`config.mk`:
```
export PLATFORM = sky130hd
export DESIGN_NAME = regulator_power_sequencer
export DESIGN_NICKNAME = d
export VERILOG_FILES = /design/src/shared/regulator_power_sequencer_pkg.sv /design/src/hw/pg_flag_filter.sv /design/src/hw/regulator_power_sequencer.sv
export VERILOG_INCLUDE_DIRS = /design/src /design/src/shared
export SDC_FILE = /design/constraint.sdc
export NUM_CORES = 1
export LEC_CHECK = 0
export BUFFER_PORTS_ARGS = -buffer_cell sky130_fd_sc_hd__buf_2
export CAP_MARGIN = 0
export CORE_ASPECT_RATIO = 1.25
export CORE_MARGIN = 1
export CORE_UTILIZATION = 65
export CTS_CLUSTER_DIAMETER = 50
export DETAILED_ROUTE_END_ITERATION = 10
export PLACE_DENSITY = 0.87
export SETUP_SLACK_MARGIN = 0.02
export SYNTH_ARGS = -nofsm -noshare
export SYNTH_HDL_FRONTEND = slang
export SYNTH_SLANG_ARGS = --single-unit
```
`constraint.sdc`:
```
create_clock -name I_CLK -period 4.9 [get_ports I_CLK]
set_clock_uncertainty 0.15 [all_clocks]
set_input_delay 0.98 -clock I_CLK [delete_from_list [all_inputs] [get_ports I_CLK]]
set_output_delay 0.98 -clock I_CLK [all_outputs]
set_load 0.02 [all_outputs]
```
`src/shared/regulator_power_sequencer_map.svh`:
```
// Timing constants and reset values for the regulator power sequencer
`ifndef REGULATOR_POWER_SEQUENCER_MAP_SVH
`define REGULATOR_POWER_SEQUENCER_MAP_SVH

// ----------------------------------------------------------------
// Clock and time base
// ----------------------------------------------------------------
`define SEQ_CLK_RATE_KHZ 20000
`define SEQ_TICK_CYCLES (`SEQ_CLK_RATE_KHZ / 1000)
`define SEQ_TICK_CNT_W 5

// ----------------------------------------------------------------
// Delays and windows, in microseconds
// ----------------------------------------------------------------
`define SEQ_FLAG_LAG_US 6
`define SEQ_DEBOUNCE_US 32000
`define SEQ_RESET_DLY_US 20000
`define SEQ_REG_DLY_STD_US 125
`define SEQ_REG_DLY_OPT_US 10000
`define SEQ_HOLD_UP_US 500000

// ----------------------------------------------------------------
// Widths and reset values
// ----------------------------------------------------------------
`define SEQ_TIMER_W 20
`define SEQ_LAG_W 4
`define SEQ_RST_N_RESET 1'h0
`define SEQ_IRQ_N_RESET 1'h1
`define SEQ_EN_RESET 1'h0

`endif

```
`src/shared/regulator_power_sequencer_pkg.sv`:
```
// Types shared by the regulator power sequencer
`default_nettype none
package regulator_power_sequencer_pkg;

    // Comparator view of one regulator output
    typedef struct packed {
        logic above_rise;
        logic below_fall;
    } reg_sense_s;

    typedef enum logic [3:0] {
        ST_OFF,
        ST_DEBOUNCE,
        ST_A_RAMP,
        ST_A_DELAY,
        ST_B_RAMP,
        ST_RST_DELAY,
        ST_HOLD_WAIT,
        ST_RUN,
        ST_PD_RST,
        ST_PD_B_FALL,
        ST_PD_A_DELAY
    } seq_state_e;

endpackage
`default_nettype wire

```
`src/hw/pg_flag_filter.sv`:
```
// Power-good flag with hysteresis and bounded response lag
`timescale 1ns/100ps
`default_nettype none
`include "regulator_power_sequencer_map.svh"
module pg_flag_filter #(
    parameter int LAG_US = `SEQ_FLAG_LAG_US
) (
    input wire logic i_clk,
    input wire logic i_rst,
    input wire logic i_tick,
    input wire regulator_power_sequencer_pkg::reg_sense_s i_sense,
    output logic o_flag
);
    localparam logic [`SEQ_LAG_W-1:0] LAG_LIM = `SEQ_LAG_W'(LAG_US);

    if (LAG_US < 1 || LAG_US > 9) begin : g_chk
        $error("pg_flag_filter: lag must stay below the 10 us limit");
    end

    logic flag_q, flag_d;
    logic [`SEQ_LAG_W-1:0] lag_q, lag_d;
    logic want;

    // ----------------------------------------------------------------
    // Hysteresis and lag
    // ----------------------------------------------------------------
    always_comb begin
        want = flag_q;
        if (i_sense.above_rise) begin
            want = 1'h1;
        end else if (i_sense.below_fall) begin
            want = 1'h0;
        end
        flag_d = flag_q;
        lag_d = '0;
        if (want != flag_q) begin
            lag_d = lag_q;
            if (i_tick) begin
                if (lag_q >= LAG_LIM - `SEQ_LAG_W'(1)) begin
                    flag_d = want;
                    lag_d = '0;
                end else begin
                    lag_d = lag_q + `SEQ_LAG_W'(1);
                end
            end
        end
    end

    always_ff @(posedge i_clk) begin
        if (i_rst) begin
            flag_q <= 1'h0;
            lag_q <= '0;
        end else begin
            flag_q <= flag_d;
            lag_q <= lag_d;
        end
    end

    assign o_flag = flag_q;
endmodule // pg_flag_filter
`default_nettype wire

```
`src/hw/regulator_power_sequencer.sv`:
```
// Power-up and power-down sequencer for two main regulators
// Contract
// - Power-good flags stay internal; they only steer the sequence.
// - Flag sets when the output reaches the rise threshold.
// - Flag clears at the fall threshold; hysteresis in between.
// - Each flag follows its crossing within 10 us, 6 us typical.
// - Reset released a reset delay after regulator B flag sets.
// - Power-down: regulator B disabled a reset delay after reset drops.
// - Regulator B enabled a regulator delay after regulator A flag sets.
// - Power-down: regulator A disabled a regulator delay after B flag clears.
// - Regulator delay selectable at build time: 125 us or 10 ms.
// - Hold-up window starts at reset release; host raises power-hold within it.
// - Key debounced over 32 ms asserts interrupt and enables regulator A.
// - Hold in time clears interrupt; window expiry clears it and, with no charger present, powers down.
// - Loss of either flag drives reset low at once.
// - With charger present no power-down except on flag loss; otherwise needs charger gone and hold low.
`timescale 1ns/100ps
`default_nettype none
`include "regulator_power_sequencer_map.svh"
module regulator_power_sequencer #(
    parameter bit LONG_REG_DLY = 1'b0,
    parameter int TIMER_W = `SEQ_TIMER_W,
    parameter int DEBOUNCE_US = `SEQ_DEBOUNCE_US,
    parameter int RESET_DLY_US = `SEQ_RESET_DLY_US,
    parameter int REG_DLY_US = LONG_REG_DLY ? `SEQ_REG_DLY_OPT_US : `SEQ_REG_DLY_STD_US,
    parameter int HOLD_UP_US = `SEQ_HOLD_UP_US
) (
    input wire logic I_CLK,
    input wire logic I_RST,
    input wire logic I_POWER_KEY_INPUT,
    input wire logic I_CHARGER_DETECT_N,
    input wire logic I_POWER_HOLD_INPUT,
    input wire regulator_power_sequencer_pkg::reg_sense_s I_REGULATOR_A_SENSE,
    input wire regulator_power_sequencer_pkg::reg_sense_s I_REGULATOR_B_SENSE,
    output logic O_REGULATOR_A_EN,
    output logic O_REGULATOR_B_EN,
    output logic O_RST_N,
    output logic O_KEY_IRQ_N
);
    localparam logic [TIMER_W-1:0] DEBOUNCE_LIM = TIMER_W'(DEBOUNCE_US);
    localparam logic [TIMER_W-1:0] RESET_LIM = TIMER_W'(RESET_DLY_US);
    localparam logic [TIMER_W-1:0] REG_LIM = TIMER_W'(REG_DLY_US);
    localparam logic [TIMER_W-1:0] HOLD_LIM = TIMER_W'(HOLD_UP_US);
    localparam logic [`SEQ_TICK_CNT_W-1:0] TICK_LAST = `SEQ_TICK_CNT_W'(`SEQ_TICK_CYCLES - 1);

    if (TIMER_W < 2 || TIMER_W > 30 ||
        DEBOUNCE_US < 1 || RESET_DLY_US < 1 || REG_DLY_US < 1 || HOLD_UP_US < 1 ||
        DEBOUNCE_US >= (1 << TIMER_W) - 1 || RESET_DLY_US >= (1 << TIMER_W) - 1 ||
        REG_DLY_US >= (1 << TIMER_W) - 1 || HOLD_UP_US >= (1 << TIMER_W) - 1) begin : g_chk
        $error("regulator_power_sequencer: delays do not fit the timer");
    end

    // Limit reached: timer counts whole microseconds since state entry
    function automatic logic reached(input logic [TIMER_W-1:0] t,
                                     input logic [TIMER_W-1:0] lim);
        reached = (t >= lim);
    endfunction

    // ----------------------------------------------------------------
    // Microsecond time base
    // ----------------------------------------------------------------
    logic [`SEQ_TICK_CNT_W-1:0] div_q, div_d;
    logic tick_q, tick_d;

    always_comb begin
        tick_d = 1'h0;
        div_d = div_q + `SEQ_TICK_CNT_W'(1);
        if (div_q == TICK_LAST) begin
            div_d = '0;
            tick_d = 1'h1;
        end
    end

    always_ff @(posedge I_CLK) begin
        if (I_RST) begin
            div_q <= '0;
            tick_q <= 1'h0;
        end else begin
            div_q <= div_d;
            tick_q <= tick_d;
        end
    end

    // ----------------------------------------------------------------
    // Internal power-good flags
    // ----------------------------------------------------------------
    logic flag_a, flag_b;

    // Flags never leave the block
    pg_flag_filter u_flag_a (
        .i_clk(I_CLK),
        .i_rst(I_RST),
        .i_tick(tick_q),
        .i_sense(I_REGULATOR_A_SENSE),
        .o_flag(flag_a)
    );

    pg_flag_filter u_flag_b (
        .i_clk(I_CLK),
        .i_rst(I_RST),
        .i_tick(tick_q),
        .i_sense(I_REGULATOR_B_SENSE),
        .o_flag(flag_b)
    );

    // ----------------------------------------------------------------
    // Sequencer
    // ----------------------------------------------------------------
    regulator_power_sequencer_pkg::seq_state_e state_q, state_d;
    logic [TIMER_W-1:0] timer_q, timer_d;
    logic en_a_q, en_a_d;
    logic en_b_q, en_b_d;
    logic rst_n_q, rst_n_d;
    logic irq_n_q, irq_n_d;
    logic key_start_q, key_start_d;
    logic charger_on, start_cond, flag_lost, shutdown_req;

    always_comb begin
        charger_on = !I_CHARGER_DETECT_N;
        start_cond = I_POWER_KEY_INPUT || charger_on;
        flag_lost = !flag_a || !flag_b;
        shutdown_req = !I_POWER_HOLD_INPUT && !charger_on;
        state_d = state_q;
        en_a_d = en_a_q;
        en_b_d = en_b_q;
        rst_n_d = rst_n_q;
        irq_n_d = irq_n_q;
        key_start_d = key_start_q;
        timer_d = timer_q;
        if (tick_q && timer_q != '1) begin
            timer_d = timer_q + TIMER_W'(1);
        end
        case (state_q)
            regulator_power_sequencer_pkg::ST_OFF: begin
                timer_d = '0;
                if (start_cond) begin
                    key_start_d = !charger_on;
                    state_d = regulator_power_sequencer_pkg::ST_DEBOUNCE;
                end
            end
            regulator_power_sequencer_pkg::ST_DEBOUNCE: begin
                if (key_start_q ? !I_POWER_KEY_INPUT : !charger_on) begin
                    state_d = regulator_power_sequencer_pkg::ST_OFF;
                end else if (timer_q > DEBOUNCE_LIM) begin
                    en_a_d = 1'h1;
                    irq_n_d = !key_start_q;
                    timer_d = '0;
                    state_d = regulator_power_sequencer_pkg::ST_A_RAMP;
                end
            end
            regulator_power_sequencer_pkg::ST_A_RAMP: begin
                timer_d = '0;
                if (flag_a) begin
                    state_d = regulator_power_sequencer_pkg::ST_A_DELAY;
                end
            end
            regulator_power_sequencer_pkg::ST_A_DELAY: begin
                if (!flag_a) begin
                    timer_d = '0;
                    state_d = regulator_power_sequencer_pkg::ST_A_RAMP;
                end else if (reached(timer_q, REG_LIM)) begin
                    en_b_d = 1'h1;
                    state_d = regulator_power_sequencer_pkg::ST_B_RAMP;
                end
            end
            regulator_power_sequencer_pkg::ST_B_RAMP: begin
                timer_d = '0;
                if (flag_b && flag_a) begin
                    state_d = regulator_power_sequencer_pkg::ST_RST_DELAY;
                end
            end
            regulator_power_sequencer_pkg::ST_RST_DELAY: begin
                if (flag_lost) begin
                    timer_d = '0;
                    state_d = regulator_power_sequencer_pkg::ST_B_RAMP;
                end else if (reached(timer_q, RESET_LIM)) begin
                    rst_n_d = 1'h1;
                    timer_d = '0;
                    state_d = regulator_power_sequencer_pkg::ST_HOLD_WAIT;
                end
            end
            regulator_power_sequencer_pkg::ST_HOLD_WAIT: begin
                if (flag_lost) begin
                    rst_n_d = 1'h0;
                    irq_n_d = 1'h1;
                    timer_d = '0;
                    state_d = regulator_power_sequencer_pkg::ST_PD_RST;
                end else if (I_POWER_HOLD_INPUT) begin
                    irq_n_d = 1'h1;
                    state_d = regulator_power_sequencer_pkg::ST_RUN;
                end else if (reached(timer_q, HOLD_LIM)) begin
                    irq_n_d = 1'h1;
                    if (charger_on) begin
                        state_d = regulator_power_sequencer_pkg::ST_RUN;
                    end else begin
                        rst_n_d = 1'h0;
                        timer_d = '0;
                        state_d = regulator_power_sequencer_pkg::ST_PD_RST;
                    end
                end
            end
            regulator_power_sequencer_pkg::ST_RUN: begin
                timer_d = '0;
                if (flag_lost || shutdown_req) begin
                    rst_n_d = 1'h0;
                    state_d = regulator_power_sequencer_pkg::ST_PD_RST;
                end
            end
            regulator_power_sequencer_pkg::ST_PD_RST: begin
                if (reached(timer_q, RESET_LIM)) begin
                    en_b_d = 1'h0;
                    state_d = regulator_power_sequencer_pkg::ST_PD_B_FALL;
                end
            end
            regulator_power_sequencer_pkg::ST_PD_B_FALL: begin
                timer_d = '0;
                if (!flag_b) begin
                    state_d = regulator_power_sequencer_pkg::ST_PD_A_DELAY;
                end
            end
            regulator_power_sequencer_pkg::ST_PD_A_DELAY: begin
                if (reached(timer_q, REG_LIM)) begin
                    en_a_d = 1'h0;
                    state_d = regulator_power_sequencer_pkg::ST_OFF;
                end
            end
            default: begin
                state_d = regulator_power_sequencer_pkg::ST_OFF;
            end
        endcase
    end

    always_ff @(posedge I_CLK) begin
        if (I_RST) begin
            state_q <= regulator_power_sequencer_pkg::ST_OFF;
            timer_q <= '0;
            en_a_q <= `SEQ_EN_RESET;
            en_b_q <= `SEQ_EN_RESET;
            rst_n_q <= `SEQ_RST_N_RESET;
            irq_n_q <= `SEQ_IRQ_N_RESET;
            key_start_q <= 1'h0;
        end else begin
            state_q <= state_d;
            timer_q <= timer_d;
            en_a_q <= en_a_d;
            en_b_q <= en_b_d;
            rst_n_q <= rst_n_d;
            irq_n_q <= irq_n_d;
            key_start_q <= key_start_d;
        end
    end

    assign O_REGULATOR_A_EN = en_a_q;
    assign O_REGULATOR_B_EN = en_b_q;
    assign O_RST_N = rst_n_q;
    assign O_KEY_IRQ_N = irq_n_q;
endmodule // regulator_power_sequencer
`default_nettype wire

```
==> results.yml, run 1 <==
yosys:
  synthSimpleGateAreaFrac_pct: 29.68
  synth_adder_area_share_pct: 5.093
  syn_area_um2: 2703
  syn_nets: 342
  synth_mux_area_share_pct: 2.315
  ys_ff_latch: 45
  yosysSeqAreaShare_pct: 33.33
  synth_cells: 322
  synth_cell_types: 67
  ys_warn_count: 0
  synthFlopType: "dfxtp_1"
  synth_top_family_by_area: "simple AND/OR/NAND/NOR gates"
  synth_xor_area_share_pct: 5.833
  synth_edf_count: 0
  avgSynthCellArea_um2: 8.393
  async_flop_share_pct: 0
  synth_compound_area_share_pct: 18.38
clock_network:
  root_buffer: "clkbuf_8"
  clk_pin_slew_worst_paths_ns: 0.09
  clockBufferDepth: 2
  numCtsBuffers: 5
  postCtsHoldBufs: 0
  cts_tree: "yes"
  cts_resized: 0
  clkSinkCount: 45
  post_cts_buffers: 0
  clkLatencyLatePin_ns: 0.31
  h-tree-depth: 2
global_route:
  grt.total_usage_pct: 27.96
  grt_max_degree: 21
  antenna_found_initial: 0
  grt_pass1_wl_um: 9439
  first_global_vias: 2159
  overflow: 0
cells_and_area:
  antennaDiodeCount: 0
  final_area_um2: 2850
  drive_above_1_share_pct: 13.11
  num-nets-final: 347
  syn2layout_area_growth_pct: 5.463
sta:
  hold_violations: 0
  worst_pin_slew_ns: 1.078
  final-setup-viol-count: 0
  rsz0062_at_grt: "false"
  fmax_mhz: 335.5
  fin_crit_ns: 2.981
  final.setup.tns_ns: 0
  slew_headroom_pct: 27.92
  period_share_pct: 60.84
  drv_slew: 0
critical_path:
  critPathKind: "reg2reg"
  crit_start: "timer_q[0]"
  reg2reg_from: "timer_q[0]"
  required_ns: 4.90
  start_kind: "flip-flop"
  endpoint_kind: "flip-flop"
  path_max_fanout: 20
  cp.arrival_ns: 2.98
pwr:
  vdd.ir_drop.worst_mv: 0.2141
  power.density_nw_per_um2: 281.1
  p_leak_nw: 1.034
floorplanning:
  die_h_um: 74.09
  fp.coreArea_um2: 3879
  start_util_pct: 69.68
  io_pins: 13
  fp-row-count: 25
  fp.dieW_um: 59.68
  die_area_um2: 4421
routing:
  wl_per_cell_um: 15.09
  ant_nets: 0
  drt-pass1-iter-count: 5
  vias: 2368
  wirelength_um: 5764
  drtIter0Drc: 195
  via_per_inst: 6.199
  drc: 0
place:
  portBuffers: 12
  dp_hpwl_um: 4105
  placed_area_um2: 2756
  routabilityCongestion: 0.9668
job:
  max-cap-violations: 0
worst_hold_path:
  hold_path_startpoint: "div_q[0]"
  hp-class: "reg2reg"
status:
  status: "complete, no violations"
[cells in the mapped netlist, types with 3 or more instances]
cell type	count	area share [%]
ha_1	11	5.1
or2_2	3	0.69
nor3_2	3	1.1
nor2b_1	7	1.6
o21ai_0	10	1.9
clkbuf_1	3	0.42
nor3b_1	3	0.83
buf_2	5	0.93
nor4_1	3	0.69
a21oi_1	12	2.2
o2111ai_1	3	0.97
nor2_1	39	5.4
nor3_1	8	1.5
dfxtp_1	45	33
mux2i_1	4	1.5
nand4_1	8	1.9
a32oi_1	3	0.97
xor2_1	10	3.2
inv_1	15	2.1
and3_1	4	0.93
nand3_1	14	2.6
nand2_1	27	3.8
and2_1	6	1.4
nand2b_1	4	0.93
a31oi_1	4	0.93
xnor2_1	8	2.6
or3_1	3	0.69
and4_1	3	0.97
buf_4	5	1.4
a211oi_1	4	1.1
[kinds of logic (layout without fill, tap and decap cells)]
| group | count (synthesis) | in the layout |
|---|---|---|
| buf+inv | 30 | 36 |
| fa+ha+maj | 11 | 11 |
| mux | 6 | 6 |
| compound gates | 65 | 65 |
| xor+xnor | 18 | 18 |
| simple gates | 147 | 147 |
| flops | 45 | 45 |
[worst max-delay path, stage by stage, from the launching register on]
cell	delay, ns
dfxtp_1	0.41
inv_1	0.12
ha_1	0.22
or4b_2	0.20
o21ai_1	0.07
a21oi_2	0.32
a21oi_1	0.18
o41ai_4	1.02
nor2_1	0.12
[power by group]
part / internal [mW] / total, mW / switching, mW
combinational: 0.0587 / 0.156 / 0.0970
clock: 0.103 / 0.240 / 0.137
sequential: 0.378 / 0.405 / 0.0274
total: 0.539 / 0.801 / 0.262
[routing by layer]
metal  track usage (%)  up-vias  routed length, um
met5                 0        -                  0
met4             14.99        0                171
met3             6.087       23                348
met2             46.05       92               2777
met1             33.66     1083               2467
li1                  -     1170                  -
[worst paths after layout]
path                                    end  slack, ns  cells after the start
worst max-delay path            timer_q[18]       1.92                      8
worst min-delay path               div_q[0]       0.31                      1
worst max register to register  timer_q[18]       1.92                      8
worst min register to register     div_q[0]       0.31                      1
[final cells by class]
| class | instances | area [um2] |
|---|---|---|
| fill | 327 | 1028 |
| sequential | 45 | 900.9 |
| tap | 54 | 67.56 |
| clock buffer | 5 | 68.82 |
| clock inverter | 3 | 25.02 |
| multi-input combinational | 247 | 1668 |
| timing repair buffer | 12 | 60.06 |
| inverter | 16 | 60.06 |
[metrics by stage]
step / utilization [%] / worst slack (ns) / power, mW / std cells / hold slack, ns
floorplan: - / 2.411 / 0.5384 / 322 / 0.2831
global placement: 71.06 / 1.693 / 0.5618 / 374 / 0.3033
detailed placement: 71.06 / 1.667 / 0.5653 / 374 / 0.3078
CTS: 73.48 / 1.932 / 0.8042 / 382 / 0.3232
global route: 73.48 / 1.724 / 0.8375 / 382 / 0.3455
finish: 73.48 / 1.919 / 0.8012 / 382 / 0.3131
[cell usage in the layout (no fill, tap or decap), types with 4 or more instances in the layout]
master and count:
xnor2_1 8, a211oi_1 4, dfxtp_1 45, nor2_1 39
nor3_1 8, xor2_1 10, clkbuf_8 5, nand2_1 27
and2_1 6, and3_1 4, nand2b_1 4, nor2b_1 7
nand3_1 14, a31oi_1 4, buf_2 12, inv_1 15
ha_1 11, mux2i_1 4, nand4_1 8, o21ai_0 10
a21oi_1 12
[sequential cells by signal, indices dropped and copies added, names as in the netlist]
name / cells
timer_q: 20
O_KEY_IRQ_N: 1
O_RST_N: 1
O_REGULATOR_B_EN: 1
div_q: 5
state_q: 4
u_flag_a.o_flag: 1
O_REGULATOR_A_EN: 1
u_flag_a.lag_q: 4
u_flag_b.lag_q: 4
u_flag_b.o_flag: 1
key_start_q: 1
tick_q: 1
(Power assumes the default switching activity.)
==> inputs of run 2 (changes only) <==
Settings changed: CORE_UTILIZATION 65 to 55, PLACE_DENSITY 0.87 to 0.78.
Clock period 4.9 ns to 2.6 ns, I/O delays scaled along.
==> run 2 against run 1 <==
Clock power rose by 91%. Combinational power grew 110%. Register-to-register slack got worse by 1.7 ns. Setup slack worse by 1.7 ns. Count of clock-buffer cells in the layout is the same. First-iteration DRC count up 19%. Total power rose by 93%. Sequential share of layout area decreased by 1.5 points. Largest cell class unchanged. Cell count grew 5.0%. Routed wire length increased by 5.8%. Via count rose by 3.3%.
==> results.yml, run 2 (synthesis gave the netlist of run 1 again) <==
global_route:
  use_met1_pct: 27.32
  antenna_found_initial: 0
  top_usage_layer: "met2"
  grt.total_usage_pct: 24.68
  grt_pass1_wl_um: 9963
  met2_usage_pct: 43.96
  grtUsageMet3_pct: 4.830
  overflow: 0
  grt_max_degree: 18
  first_global_vias: 2266
sta:
  drv_slew: 0
  period_share_pct: 92.60
  rsz0062_at_grt: "false"
  worst_pin_slew_ns: 0.7359
  fmax_mhz: 415.4
  final-setup-viol-count: 0
  hold_violations: 0
  fin_crit_ns: 2.408
  slew_headroom_pct: 50.77
floorplanning:
  fp.dieW_um: 64.70
  fp-row-count: 28
  die_h_um: 80.38
  io_pins: 13
  start_util_pct: 57.14
  fp.coreArea_um2: 4730
  die_area_um2: 5200
routing:
  wl_per_cell_um: 15.21
  drt-pass1-iter-count: 5
  vias: 2445
  drc: 0
  drtIter0Drc: 232
  ant_nets: 0
  wirelength_um: 6099
  via_per_inst: 6.097
critical_path:
  start_kind: "flip-flop"
  slowest_delay_ns: 0.57
  reg2reg_slack_ns: 0.19
  path_max_fanout: 10
  worstReg2RegEnd: "timer_q[2]"
  critical-path-top-delay-family: "simple AND/OR/NAND/NOR gates"
  required_ns: 2.70
  critPathKind: "reg2reg"
  path_buf_inv: 0
  crit_chain: "or4_4 > o311a_4 > nor4_4 > o41ai_4 > nor3_2"
  cp.arrival_ns: 2.51
  endpoint_kind: "flip-flop"
  reg2regPathDepth: 5
  critPathSlowestCell: "or4_4"
  reg2reg_from: "timer_q[10]"
clock_network:
  clkLatencyLatePin_ns: 0.31
  cts_tree: "yes"
  clk_pin_slew_worst_paths_ns: 0.09
  h-tree-depth: 2
  root_buffer: "clkbuf_8"
  clkSinkCount: 45
  numCtsBuffers: 5
  post_cts_buffers: 0
  clockBufferDepth: 2
pwr:
  combPwrFrac_pct: 21.1
  power.density_nw_per_um2: 516.6
  internal_power_mw: 1.025
  p_leak_nw: 1.117
  power.total_mw: 1.545
  netSwitchingFraction_pct: 33.63
  p_switching_mw: 0.5195
  pwr-share-seq_pct: 49.2
  vdd.ir_drop.worst_mv: 0.2279
  p_clk_share_pct: 29.7
cells_and_area:
  final_common_cell: "dfxtp_1"
  utilization_pct: 63.23
  fill_cells: 403
  antennaDiodeCount: 0
  largest-register: "timer_q"
  largest_reg_flops: 20
  largestRegisters: "timer_q (20), div_q (5)"
  syn2layout_area_growth_pct: 10.65
  layout_common_cells: "45 x dfxtp_1, 38 x nor2_1, 27 x nand2_1"
  num-nets-final: 360
  drive_above_1_share_pct: 17.01
place:
  routabilityCongestion: 0.9420
  dp_hpwl_um: 4366
  portBuffers: 12
status:
  status: "complete, no violations"
worst_hold_path:
  whs_endpoint: "div_q[0]"
  hp-class: "reg2reg"
  whs_path_depth: 1
  hold_path_startpoint: "div_q[0]"
job:
  max-cap-violations: 0
run 2: cell count changes in the layout (fill, tap and decap cells not counted), sizes merged:
cell and delta:
o41ai +1, inv +1, clkinv -1, buf +12
run 2: power groups by stage:
stage | registers [mW] | logic [mW] | clock network (mW)
after floorplan | 0.740 | 0.275 | 0
final | 0.760 | 0.326 | 0.459
after CTS | 0.759 | 0.312 | 0.472
after global placement | 0.775 | 0.292 | 0
after global routing | 0.766 | 0.355 | 0.499
after detailed placement | 0.775 | 0.299 | 0
run 2: worst max-delay path by stage:
stage,cells after the start,end,slack [ns],startpoint
floorplan,9,timer_q[10],0.43,timer_q[0]
global route,6,timer_q[3],0.08,timer_q[16]
global placement,8,timer_q[1],-0.05,timer_q[1]
finish,5,timer_q[2],0.19,timer_q[10]
detailed placement,8,timer_q[10],-0.15,timer_q[1]
CTS,8,timer_q[3],0.08,timer_q[1]
run 2: what timing repair did:
action                                  in CTS  in global routing
pin swaps                                    1                  0
endpoints found under the setup margin      20                 15
hold buffers                                 0                  0
gates resized for setup                      1                  3
cloned                                       1                  0
run 2: cell type report:
cell class              instances  area, um2  share of cell area, %
clock inverters                 3      25.02                 0.8368
inverters                      16      60.06                  2.008
multi-input cells             248       1710                  57.20
clock buffers                   5      68.82                  2.301
well taps                      60      75.07                  2.510
flip-flops and latches         45      900.9                  30.13
repair buffers                 24      150.1                  5.021
run 2: stage by stage:
step                      cells  cell area [um2]  worst slack (ns)  setup TNS [ns]  hold slack, ns
after global routing        401             2990           0.08378               0          0.3471
final                       401             2990            0.1924               0          0.3195
after global placement      392             2854          -0.05277         -0.9368          0.3026
after CTS                   401             2975           0.07551               0          0.3303
after detailed placement    392             2854           -0.1512          -2.112          0.3140
after floorplan             322             2703            0.4331               0          0.2831
run 2: worst register-to-register path, stage by stage, from the launching register on:
cell     delay (ns)
dfxtp_1        0.36
or4_4          0.57
o311a_4        0.40
nor4_4         0.40
o41ai_4        0.25
nor3_2         0.22
run 2: per-layer routing:
metal,up-vias,wire length (um)
li1,1203,-
met1,1138,2492
met3,21,290
met5,-,0
met4,0,197
met2,83,3118
